[src/fcpc_defines.svh]
/*
  Offsets-free constant header for the flash command and protection controller:
  field positions, reset values, command codes and timing counts.
  Assumes inclusion by bare name from the design files; definitions only.
*/
`ifndef FCPC_DEFINES_SVH
`define FCPC_DEFINES_SVH

// ----------------------------------------
// Protection register fields
// ----------------------------------------
`define FCPC_PROT_OPEN_BIT 7
`define FCPC_PROT_HDIS_BIT 5
`define FCPC_PROT_HS_HI 4
`define FCPC_PROT_HS_LO 3
`define FCPC_PROT_LDIS_BIT 2
`define FCPC_PROT_LS_HI 1
`define FCPC_PROT_LS_LO 0
`define FCPC_PROT_RESET 8'hff

// ----------------------------------------
// Array geometry and ranges
// ----------------------------------------
`define FCPC_ARRAY_TOP 16'hffff
`define FCPC_HIGH_BASE_0 16'hf800
`define FCPC_HIGH_BASE_1 16'hf000
`define FCPC_HIGH_BASE_2 16'he000
`define FCPC_HIGH_BASE_3 16'hc000
`define FCPC_LOW_BASE 16'h4000
`define FCPC_LOW_END_0 16'h43ff
`define FCPC_LOW_END_1 16'h47ff
`define FCPC_LOW_END_2 16'h4fff
`define FCPC_LOW_END_3 16'h5fff

// ----------------------------------------
// Commands and timing
// ----------------------------------------
`define FCPC_CMD_MASS_ERASE 8'h41
`define FCPC_CMD_PROGRAM 8'h20
`define FCPC_DIV_RESET 8'h00
`define FCPC_PROG_TICKS 16'h0008
`define FCPC_ERASE_TICKS 16'h0400
`define FCPC_HV_RAMP_TICKS 16'h0002

`endif

[src/fcpc_pkg.sv]
/*
  Types shared by the flash command and protection controller.
  Assumes nothing beyond a SystemVerilog compiler.
*/
package fcpc_pkg;
  typedef enum logic [1:0] {
    FCPC_IDLE,
    FCPC_RAMP,
    FCPC_RUN
  } fcpc_state_t;

  typedef struct packed {
    logic [7:0] cmd;
    logic [15:0] addr;
    logic [15:0] data;
  } fcpc_cmd_t;
endpackage

[src/fcpc_ctrl.sv]
/*
  Flash command sequencer with range protection for a 64 KB flash window.
  Two-stage command queue, protection decode and upgrade-only checks,
  divided timebase, status flags with interrupt enables.
  Assumes inputs synchronous to clock and a single array behind flash_* pins.
*/
//
// Contract
// - Open polarity plus disable bits decide protected or unprotected ranges.
// - High size selects F800, F000, E000 or C000 up to FFFF.
// - Low size selects 4000 up to 43FF, 47FF, 4FFF or 5FFF.
// - Protection loads from array after reset; software may still change it.
// - Only scenario transitions that add protection are accepted; range sizes are not checked.
// - Invalid protection writes are dropped; register unchanged.
// - Protection reads return the scenario currently in force.
// - Program and erase run on ticks from a programmable oscillator divider.
// - Command, address and data form a two-deep queue.
// - Back-to-back programs on same row keep high voltage on.
// - Buffer-empty and complete flags each raise interrupt when enabled.
// - Mass erase steps flash_addr from 0000 through 0400 only.
// - Writing one to buffer-empty flag clears it and launches command.
// - Mass erase over any protected part sets violation, no launch.
// - Complete flag sets after a program or erase unless another command is queued.
// - Reserved slot reads zero and ignores writes.
`timescale 1ns/10ps
`include "fcpc_defines.svh"
module fcpc_ctrl import fcpc_pkg::*; #(
  parameter int DIV_W = 8,
  parameter int ROW_BITS = 6
) (
  // Clock and reset
  input wire logic clock,
  input wire logic rst,
  // Protection setting from array after reset
  input wire logic [7:0] prot_load_value,
  input wire logic prot_load_valid,
  // Software protection write
  input wire logic [7:0] prot_write_value,
  input wire logic prot_write,
  // Divider
  input wire logic [DIV_W-1:0] div_write_value,
  input wire logic div_write,
  // Command write sequence
  input wire logic array_write,
  input wire logic [15:0] array_write_addr,
  input wire logic [15:0] array_write_data,
  input wire logic cmd_write,
  input wire logic [7:0] cmd_write_value,
  input wire logic launch_write,
  input wire logic violation_clear,
  // Interrupt enables
  input wire logic buffer_empty_ie,
  input wire logic command_complete_ie,
  // Reserved slot
  input wire logic reserved_write,
  input wire logic [7:0] reserved_write_value,
  // Status
  output logic [7:0] protection_register,
  output logic [DIV_W-1:0] clock_divider,
  output logic div_loaded,
  output logic buffer_empty_flag,
  output logic command_complete_flag,
  output logic protection_violation_flag,
  output logic buffer_empty_irq,
  output logic command_complete_irq,
  output logic [7:0] reserved_slot,
  // Flash array operations
  output logic flash_hv_on,
  output logic flash_program,
  output logic flash_mass_erase,
  output logic [15:0] flash_addr,
  output logic [15:0] flash_data
);

  // ----------------------------------------
  // Protection decode
  // ----------------------------------------
  fcpc_cmd_t buf_stage;
  function automatic logic [2:0] scenario_of(input logic [7:0] p);
    logic o;
    logic hd;
    logic ld;
    o = p[`FCPC_PROT_OPEN_BIT];
    hd = p[`FCPC_PROT_HDIS_BIT];
    ld = p[`FCPC_PROT_LDIS_BIT];
    if (o && hd && ld)
      scenario_of = 3'd7;
    else if (o && hd)
      scenario_of = 3'd5;
    else if (o && ld)
      scenario_of = 3'd6;
    else if (o)
      scenario_of = 3'd4;
    else if (hd && ld)
      scenario_of = 3'd3;
    else if (hd)
      scenario_of = 3'd1;
    else if (ld)
      scenario_of = 3'd2;
    else
      scenario_of = 3'd0;
  endfunction

  // Upgrade-only table; 7 is the open array, 3 the fully protected one
  function automatic logic transition_ok(input logic [2:0] f, input logic [2:0] t);
    case (f)
      3'd7: transition_ok = 1'b1;
      3'd0: transition_ok = (t == 3'd0) || (t == 3'd1) || (t == 3'd2) || (t == 3'd3);
      3'd1: transition_ok = (t == 3'd1) || (t == 3'd3);
      3'd2: transition_ok = (t == 3'd2) || (t == 3'd3);
      3'd3: transition_ok = (t == 3'd3);
      3'd4: transition_ok = (t == 3'd3) || (t == 3'd4);
      3'd5: transition_ok = (t >= 3'd2) && (t <= 3'd5);
      3'd6: transition_ok = (t == 3'd1) || (t == 3'd3) || (t == 3'd4) || (t == 3'd6);
      default: transition_ok = 1'b0;
    endcase
  endfunction

  function automatic logic [15:0] high_base(input logic [1:0] s);
    case (s)
      2'b00: high_base = `FCPC_HIGH_BASE_0;
      2'b01: high_base = `FCPC_HIGH_BASE_1;
      2'b10: high_base = `FCPC_HIGH_BASE_2;
      default: high_base = `FCPC_HIGH_BASE_3;
    endcase
  endfunction

  function automatic logic [15:0] low_end(input logic [1:0] s);
    case (s)
      2'b00: low_end = `FCPC_LOW_END_0;
      2'b01: low_end = `FCPC_LOW_END_1;
      2'b10: low_end = `FCPC_LOW_END_2;
      default: low_end = `FCPC_LOW_END_3;
    endcase
  endfunction

  wire logic prot_open = protection_register[`FCPC_PROT_OPEN_BIT];
  wire logic high_dis = protection_register[`FCPC_PROT_HDIS_BIT];
  wire logic low_dis = protection_register[`FCPC_PROT_LDIS_BIT];
  wire logic [1:0] high_size =
    protection_register[`FCPC_PROT_HS_HI:`FCPC_PROT_HS_LO];
  wire logic [1:0] low_size =
    protection_register[`FCPC_PROT_LS_HI:`FCPC_PROT_LS_LO];
  wire logic [15:0] high_start = high_base(high_size);
  wire logic [15:0] low_stop = low_end(low_size);
  // Any protected address anywhere: mass erase touches the whole array
  wire logic any_protected =
    prot_open ? (!high_dis || !low_dis)
              : 1'b1;
  // Single-address check; closed polarity turns the ranges into holes
  wire logic in_high = !high_dis && (buf_stage.addr >= high_start);
  wire logic in_low = !low_dis && (buf_stage.addr >= `FCPC_LOW_BASE) &&
    (buf_stage.addr <= low_stop);
  wire logic addr_protected = prot_open ? (in_high || in_low) : !(in_high || in_low);
  wire logic [2:0] cur_scn = scenario_of(protection_register);
  wire logic [2:0] new_scn = scenario_of(prot_write_value);
  wire logic prot_accept = transition_ok(cur_scn, new_scn);

  // ----------------------------------------
  // Protection register
  // ----------------------------------------
  always_ff @(posedge clock or posedge rst) begin
    if (rst) begin
      protection_register <= `FCPC_PROT_RESET;
    end else if (prot_load_valid) begin
      protection_register <= prot_load_value;
    end else if (prot_write && prot_accept) begin
      protection_register <= prot_write_value;
    end
  end

  // ----------------------------------------
  // Divider and timebase
  // ----------------------------------------
  logic tick;

  always_ff @(posedge clock or posedge rst) begin
    if (rst) begin
      clock_divider <= '0;
      div_loaded <= 1'b0;
    end else if (div_write) begin
      clock_divider <= div_write_value;
      div_loaded <= 1'b1;
    end
  end

  fcpc_tick_div #(.DIV_W(DIV_W)) fcpc_tick_div_inst (
    .clock(clock),
    .rst(rst),
    .div_value(clock_divider),
    .div_valid(div_loaded),
    .tick(tick)
  );

  // ----------------------------------------
  // Two-stage command queue
  // ----------------------------------------
  fcpc_cmd_t run_stage;
  logic run_valid;
  logic pending_valid;
  logic seq_addr_seen;
  fcpc_state_t state;
  logic [15:0] tick_count;
  logic [15:0] erase_ptr;

  wire logic is_erase = (buf_stage.cmd == `FCPC_CMD_MASS_ERASE);
  wire logic launch_req = launch_write && seq_addr_seen && buffer_empty_flag;
  // Launch blocked when the queued command hits protection
  wire logic launch_block = launch_req && (is_erase ? any_protected : addr_protected);
  wire logic launch_go = launch_req && !launch_block;
  wire logic run_done;
  wire logic take_next = pending_valid && (!run_valid || run_done);
  wire logic same_row = pending_valid && run_valid &&
    buf_stage.cmd == `FCPC_CMD_PROGRAM && run_stage.cmd == `FCPC_CMD_PROGRAM &&
    buf_stage.addr[15:ROW_BITS] == run_stage.addr[15:ROW_BITS];
  wire logic [15:0] op_ticks =
    (run_stage.cmd == `FCPC_CMD_MASS_ERASE) ? `FCPC_ERASE_TICKS : `FCPC_PROG_TICKS;
  assign run_done = (state == FCPC_RUN) && tick && (tick_count == op_ticks);

  always_ff @(posedge clock or posedge rst) begin
    if (rst) begin
      buf_stage <= '0;
      seq_addr_seen <= 1'b0;
      pending_valid <= 1'b0;
      buffer_empty_flag <= 1'b1;
    end else begin
      if (array_write && buffer_empty_flag) begin
        buf_stage.addr <= array_write_addr;
        buf_stage.data <= array_write_data;
        seq_addr_seen <= 1'b1;
      end
      if (cmd_write && seq_addr_seen && buffer_empty_flag) begin
        buf_stage.cmd <= cmd_write_value;
      end
      if (launch_go) begin
        pending_valid <= 1'b1;
        seq_addr_seen <= 1'b0;
      end else if (take_next) begin
        pending_valid <= 1'b0;
      end
      if (launch_write && seq_addr_seen && buffer_empty_flag) begin
        buffer_empty_flag <= launch_block;
      end else if (take_next) begin
        buffer_empty_flag <= 1'b1;
      end
    end
  end

  // ----------------------------------------
  // Sequencer on flash ticks
  // ----------------------------------------
  always_ff @(posedge clock or posedge rst) begin
    if (rst) begin
      state <= FCPC_IDLE;
      run_stage <= '0;
      run_valid <= 1'b0;
      tick_count <= '0;
      erase_ptr <= '0;
      flash_hv_on <= 1'b0;
      flash_program <= 1'b0;
      flash_mass_erase <= 1'b0;
      flash_addr <= '0;
      flash_data <= '0;
    end else begin
      flash_program <= 1'b0;
      case (state)
        FCPC_IDLE: begin
          if (take_next) begin
            run_stage <= buf_stage;
            run_valid <= 1'b1;
            tick_count <= '0;
            state <= FCPC_RAMP;
          end
        end
        FCPC_RAMP: begin
          flash_hv_on <= 1'b1;
          if (tick) begin
            tick_count <= tick_count + 16'h0001;
            if (tick_count == `FCPC_HV_RAMP_TICKS) begin
              tick_count <= '0;
              erase_ptr <= '0;
              state <= FCPC_RUN;
            end
          end
        end
        default: begin
          flash_addr <= (run_stage.cmd == `FCPC_CMD_MASS_ERASE) ? erase_ptr : run_stage.addr;
          flash_data <= run_stage.data;
          flash_mass_erase <= (run_stage.cmd == `FCPC_CMD_MASS_ERASE);
          flash_program <= (run_stage.cmd == `FCPC_CMD_PROGRAM);
          if (tick) begin
            tick_count <= tick_count + 16'h0001;
            erase_ptr <= erase_ptr + 16'h0001;
          end
          if (run_done) begin
            flash_mass_erase <= 1'b0;
            tick_count <= '0;
            if (take_next) begin
              run_stage <= buf_stage;
              // Same row keeps the pump up and skips the ramp
              state <= same_row ? FCPC_RUN : FCPC_RAMP;
              flash_hv_on <= same_row;
            end else begin
              run_valid <= 1'b0;
              flash_hv_on <= 1'b0;
              state <= FCPC_IDLE;
            end
          end
        end
      endcase
    end
  end

  // ----------------------------------------
  // Status flags
  // ----------------------------------------
  always_ff @(posedge clock or posedge rst) begin
    if (rst) begin
      command_complete_flag <= 1'b1;
      protection_violation_flag <= 1'b0;
      buffer_empty_irq <= 1'b0;
      command_complete_irq <= 1'b0;
      reserved_slot <= 8'h00;
    end else begin
      if (run_done && !pending_valid) begin
        command_complete_flag <= 1'b1;
      end else if (take_next) begin
        command_complete_flag <= 1'b0;
      end
      if (launch_block) begin
        protection_violation_flag <= 1'b1;
      end else if (violation_clear) begin
        protection_violation_flag <= 1'b0;
      end
      buffer_empty_irq <= buffer_empty_flag && buffer_empty_ie;
      command_complete_irq <= command_complete_flag && command_complete_ie;
      // Writes go nowhere
      reserved_slot <= 8'h00;
    end
  end

  // Reserved slot writes are dropped on purpose
  wire logic unused_ok = ^{reserved_write, reserved_write_value};
endmodule

[src/fcpc_tick_div.sv]
/*
  Programmable divider: turns the oscillator-rate clock into one-cycle
  flash timing ticks. Assumes the divider value is written before use.
*/
`timescale 1ns/10ps
module fcpc_tick_div import fcpc_pkg::*; #(
  parameter int DIV_W = 8
) (
  // Clock and reset
  input wire logic clock,
  input wire logic rst,
  // Control
  input wire logic [DIV_W-1:0] div_value,
  input wire logic div_valid,
  // Tick out
  output logic tick
);
  logic [DIV_W-1:0] count;
  wire logic at_end = (count >= div_value);

  // ----------------------------------------
  // Counter
  // ----------------------------------------
  always_ff @(posedge clock or posedge rst) begin
    if (rst) begin
      count <= '0;
      tick <= 1'b0;
    end else if (!div_valid) begin
      count <= '0;
      tick <= 1'b0;
    end else begin
      count <= at_end ? '0 : count + 1'b1;
      tick <= at_end;
    end
  end
endmodule

[config.mk]
export PLATFORM = sky130hd
export DESIGN_NAME = fcpc_ctrl
export DESIGN_NICKNAME = d
export VERILOG_FILES = /design/src/fcpc_pkg.sv /design/src/fcpc_ctrl.sv /design/src/fcpc_tick_div.sv
export VERILOG_INCLUDE_DIRS = /design/src
export SDC_FILE = /design/constraint.sdc
export NUM_CORES = 1
export LEC_CHECK = 0
export BUFFER_PORTS_ARGS = -buffer_cell sky130_fd_sc_hd__buf_2
export CELL_PAD_IN_SITES_DETAIL_PLACEMENT = 1
export CELL_PAD_IN_SITES_GLOBAL_PLACEMENT = 1
export CORE_MARGIN = 5
export CORE_UTILIZATION = 45
export CTS_CLUSTER_DIAMETER = 120
export DETAILED_ROUTE_END_ITERATION = 10
export HOLD_SLACK_MARGIN = 0.03
export PLACE_DENSITY = 0.82
export SLEW_MARGIN = 20
export SYNTH_ARGS = -nofsm -noshare
export SYNTH_HDL_FRONTEND = slang
export SYNTH_HIERARCHICAL = 1
export SYNTH_SLANG_ARGS = --single-unit
[constraint.sdc]
create_clock -name clock -period 13.8 [get_ports clock]
set_input_delay 0.69 -clock clock [delete_from_list [all_inputs] [get_ports clock]]
set_output_delay 0.69 -clock clock [all_outputs]
set_load 0.01 [all_outputs]
==> metrics.md <==
| Metric | Value |
|---|---|
| Status | finished, final reports clean |
| RePlAce Congestion | 0.757 |
| Reg-to-reg critical path startpoint | tick_count[12]$_DFFE_PP0P_ |
| P per Cell Area | 184 mW/mm2 |
| I/O Pins | 149 |
| Layout area overhead | 17.0% |
| Mean Syn Cell Area | 11.9 um2 |
| RSZ-0062 raised after global routing | no |
| Core Rows | 51 |
| Initial Util | 45.3% |
| Flops & latches, synth | 183 |
| Global-route wire length before repair | 36100 um |
| Synth Cell Area | 0.00875 mm2 |
| GR Overflow Total | 0 |
| Post-DR wirelength/cell | 19.1 um |
| Hold buffers post-CTS | 0 |
| DRC Markers | 0 |
| Max Cap Viol | 0 |
| Ant diodes | 0 |
| Final Max Tran Viols | 0 |
| TritonCTS clock tree | done |
| Vias | 6030 |
| CTS clock-pin slew for the worst setup and hold paths | 0.07 ns |
| Multi-input logic area | 0.00388 mm2 |
| # clock sinks | 183 |
| Clk Latency, worst-skew pair | 0.43 ns |
| End of the worst register-to-register path | tick_count[15]$_DFFE_PP0P_ |
| Initial antenna violation count | 2 |
| Netlist cell types | 65 |
| DR pass1 iterations | 4 |
| Slew headroom | 40.8% |
| Core Area | 0.0193 mm2 |
| Post-synth EDFFs | 0 |
| Largest net degree at the start of global routing | 113 |
| Post_cts resized | 0 |
| Worst-margin pin slew | 0.886 ns |
| Synth warn | 6 |
| Routed Antenna Nets | 0 |
| Final-layout fill cell count | 2041 |
| Detailed Place HPWL | 14900 um |
| Post-synthesis sequential area ratio | 52.5% |
| Crit share post-route | 30.2% |
| Highest clock rate | 240 MHz |
| DRT iter0 DRCs | 297 |
| Die ar. | 0.0223 mm2 |
| Crit path arrival time | 4.52 ns |
| Port Buf Inserts | 131 |
| Clk_skew | 0.00663 ns |
| Peak supply drop | 0.115 mV |
| Final setup fails | 0 |
| Worst Setup Path Type | register to register |
| Top_reg_cell synth | dfrtp_1 |
| Hold Fails Final Rpt | 0 |
| CP startpoint kind | register |
| Total negative slack | 0 ns |
| Hold Crit Class | primary input to asynchronous set/reset pin |
| Critical Path Fanout Max | 10 |
| CTS root buffer | clkbuf_16 |
| Leakage | 0.00478 uW |
| Critical Path End | tick_count[15]$_DFFE_PP0P_ |
| Vias in the first global route | 6833 |
| Final min period | 4.17 ns |
| CTS H-tree lvls | 4 |
| Post-CTS setup repair buffer count | 0 |
| Synth Instances | 733 |
| Number of CTS-inserted buffers | 17 |
| Critical Path RT | 14.15 ns |
| Critical Path Sink Type | register |
| Share of cells above drive strength 1 | 34.0% |
| Vias per inst | 5.31 |
| Finished Core Util | 53.0% |
| Synth async-reset ratio | 100% |
| R2R cell count | 11 |
| Die Wd | 149 um |
| Seq. cell area | 0.00459 mm2 |
| Worst-case clock buffer depth | 2 |
| GR Util All Layers | 20.4% |
| Beginning of the critical path | tick_count[12]$_DFFE_PP0P_ |
| Nets | 968 |
| WL final | 21700 um |
| Die height | 149 um |
| Reg-to-reg setup timing slack | 9.63 ns |
registers in the layout (all words and copies together), names as in the netlist:
| name | flops |
|---|---|
| command_complete_flag | 1 |
| flash_hv_on | 1 |
| fcpc_tick_div_inst/count | 8 |
| buffer_empty_flag | 1 |
| command_complete_irq | 1 |
| run_valid | 1 |
| flash_mass_erase | 1 |
| protection_register | 8 |
| run_stage | 40 |
| pending_valid | 1 |
| flash_program | 1 |
| fcpc_tick_div_inst/tick | 1 |
| flash_addr | 16 |
| erase_ptr | 16 |
| tick_count | 16 |
| clock_divider | 8 |
| protection_violation_flag | 1 |
| flash_data | 16 |
| buffer_empty_irq | 1 |
| buf_stage | 40 |
| seq_addr_seen | 1 |
| div_loaded | 1 |
| state | 2 |
per-layer routing:
metal,up-vias,GRT usage [%],share of wire [%]
li1,2812,-,-
met1,3081,25.6,42
met2,102,35.1,52
met3,31,4.97,4.0
met4,4,5.95,1.7
met5,-,0,0.074
how the worst min path moves through the flow:
stage / start / end / slack, ns / cells past startpoint
4_1_cts: rst / fcpc_tick_div_inst/count[4]$_DFF_PP0_ / 0.27 / 2
5_1_grt: rst / fcpc_tick_div_inst/count[0]$_DFF_PP0_ / 0.31 / 2
2_1_floorplan: fcpc_tick_div_inst/count[0]$_DFF_PP0_ / fcpc_tick_div_inst/count[0]$_DFF_PP0_ / 0.44 / 1
3_5_place_dp: command_complete_flag$_DFFE_PP1P_ / command_complete_flag$_DFFE_PP1P_ / 0.49 / 2
6_report: rst / fcpc_tick_div_inst/count[0]$_DFF_PP0_ / 0.29 / 2
3_3_place_gp: fcpc_tick_div_inst/count[0]$_DFF_PP0_ / fcpc_tick_div_inst/count[0]$_DFF_PP0_ / 0.47 / 1
logic make-up (layout without fill, tap and decap cells):
family                     after synthesis  count (layout)  share of synthesized area (%)
xor gates and xnor gates                37              37                           3.70
muxes                                  129             129                           18.0
AOI/OAI and AO/OA                       88              88                           6.66
other                                    1               8                         0.0429
adders and majority gates               24              24                           3.43
DFF                                    183             183                           52.5
buffers and inverters                   67             197                           3.67
and+or+nand+nor                        204             204                           12.1
metrics by stage:
step	cells	total power, uW	setup WS, ns	hold slack [ns]	area, um2
4_1_cts	1135	1900	9.39	0.268	10200
2_1_floorplan	740	1180	8.41	0.445	8780
6_report	1135	1890	9.63	0.286	10200
3_3_place_gp	1106	1330	9.57	0.474	9610
3_5_place_dp	1106	1370	9.41	0.488	9610
5_1_grt	1135	2000	9.40	0.310	10200
where the power goes:
part	leakage, uW	internal [uW]	total [uW]	switching (uW)
sequential	0.00231	697	846	149
combinational	0.00218	259	529	270
clock	0.000296	311	513	202
synth_stat cells, types with 23 or more instances:
| cell | n | area [um2] |
|---|---|---|
| dfrtp_1 | 173 | 4330 |
| nor2_1 | 71 | 267 |
| mux2_2 | 64 | 721 |
| mux2_4 | 40 | 601 |
| inv_1 | 32 | 120 |
| a21oi_1 | 31 | 155 |
| nand2_1 | 27 | 101 |
| mux2i_1 | 25 | 250 |
| xnor2_1 | 25 | 219 |
| ha_1 | 24 | 300 |
| o21ai_0 | 24 | 120 |
| nand3_1 | 23 | 115 |
worst max-delay path, stage by stage (launching register included):
cell	delay (ns)
dfrtp_1	0.44
or4_1	0.62
nor4_2	0.44
o21ai_4	0.21
a21boi_0	0.53
inv_1	0.11
ha_1	0.21
inv_1	0.12
o21ai_1	0.21
or4_1	0.67
or3_1	0.39
a21oi_1	0.15
placed cells by master (no fill, tap or decap), drive strengths merged, types with 3 or more instances in the layout:
cell / netlist / final
conb: 1 / 8
a21oi: 32 / 32
ha: 24 / 24
a21o: 3 / 3
nand3: 23 / 23
nor4b: 3 / 3
xor2: 12 / 12
nand2: 27 / 27
nor4: 9 / 9
buf: 20 / 136
and2: 7 / 7
xnor2: 25 / 25
clkbuf: 15 / 22
or3: 8 / 8
nor3: 10 / 10
and3: 9 / 9
inv: 32 / 32
nand4: 8 / 8
dfstp: 10 / 10
nor2b: 3 / 3
nor2: 71 / 71
mux2: 104 / 104
clkinv: 0 / 3
dfrtp: 173 / 173
mux2i: 25 / 25
nand2b: 5 / 5
or4: 9 / 9
o21ai: 29 / 29
bufinv: 0 / 4
area by class of cell:
class,count,share of cell area (%)
clock buffer,22,4.53
clock inverter,7,1.43
inverter,32,1.25
multi-input combinational,490,37.9
sequential,183,44.9
tap,265,3.24
timing repair buffer,136,6.77
Note: power is estimated with default switching activity, not from simulation.
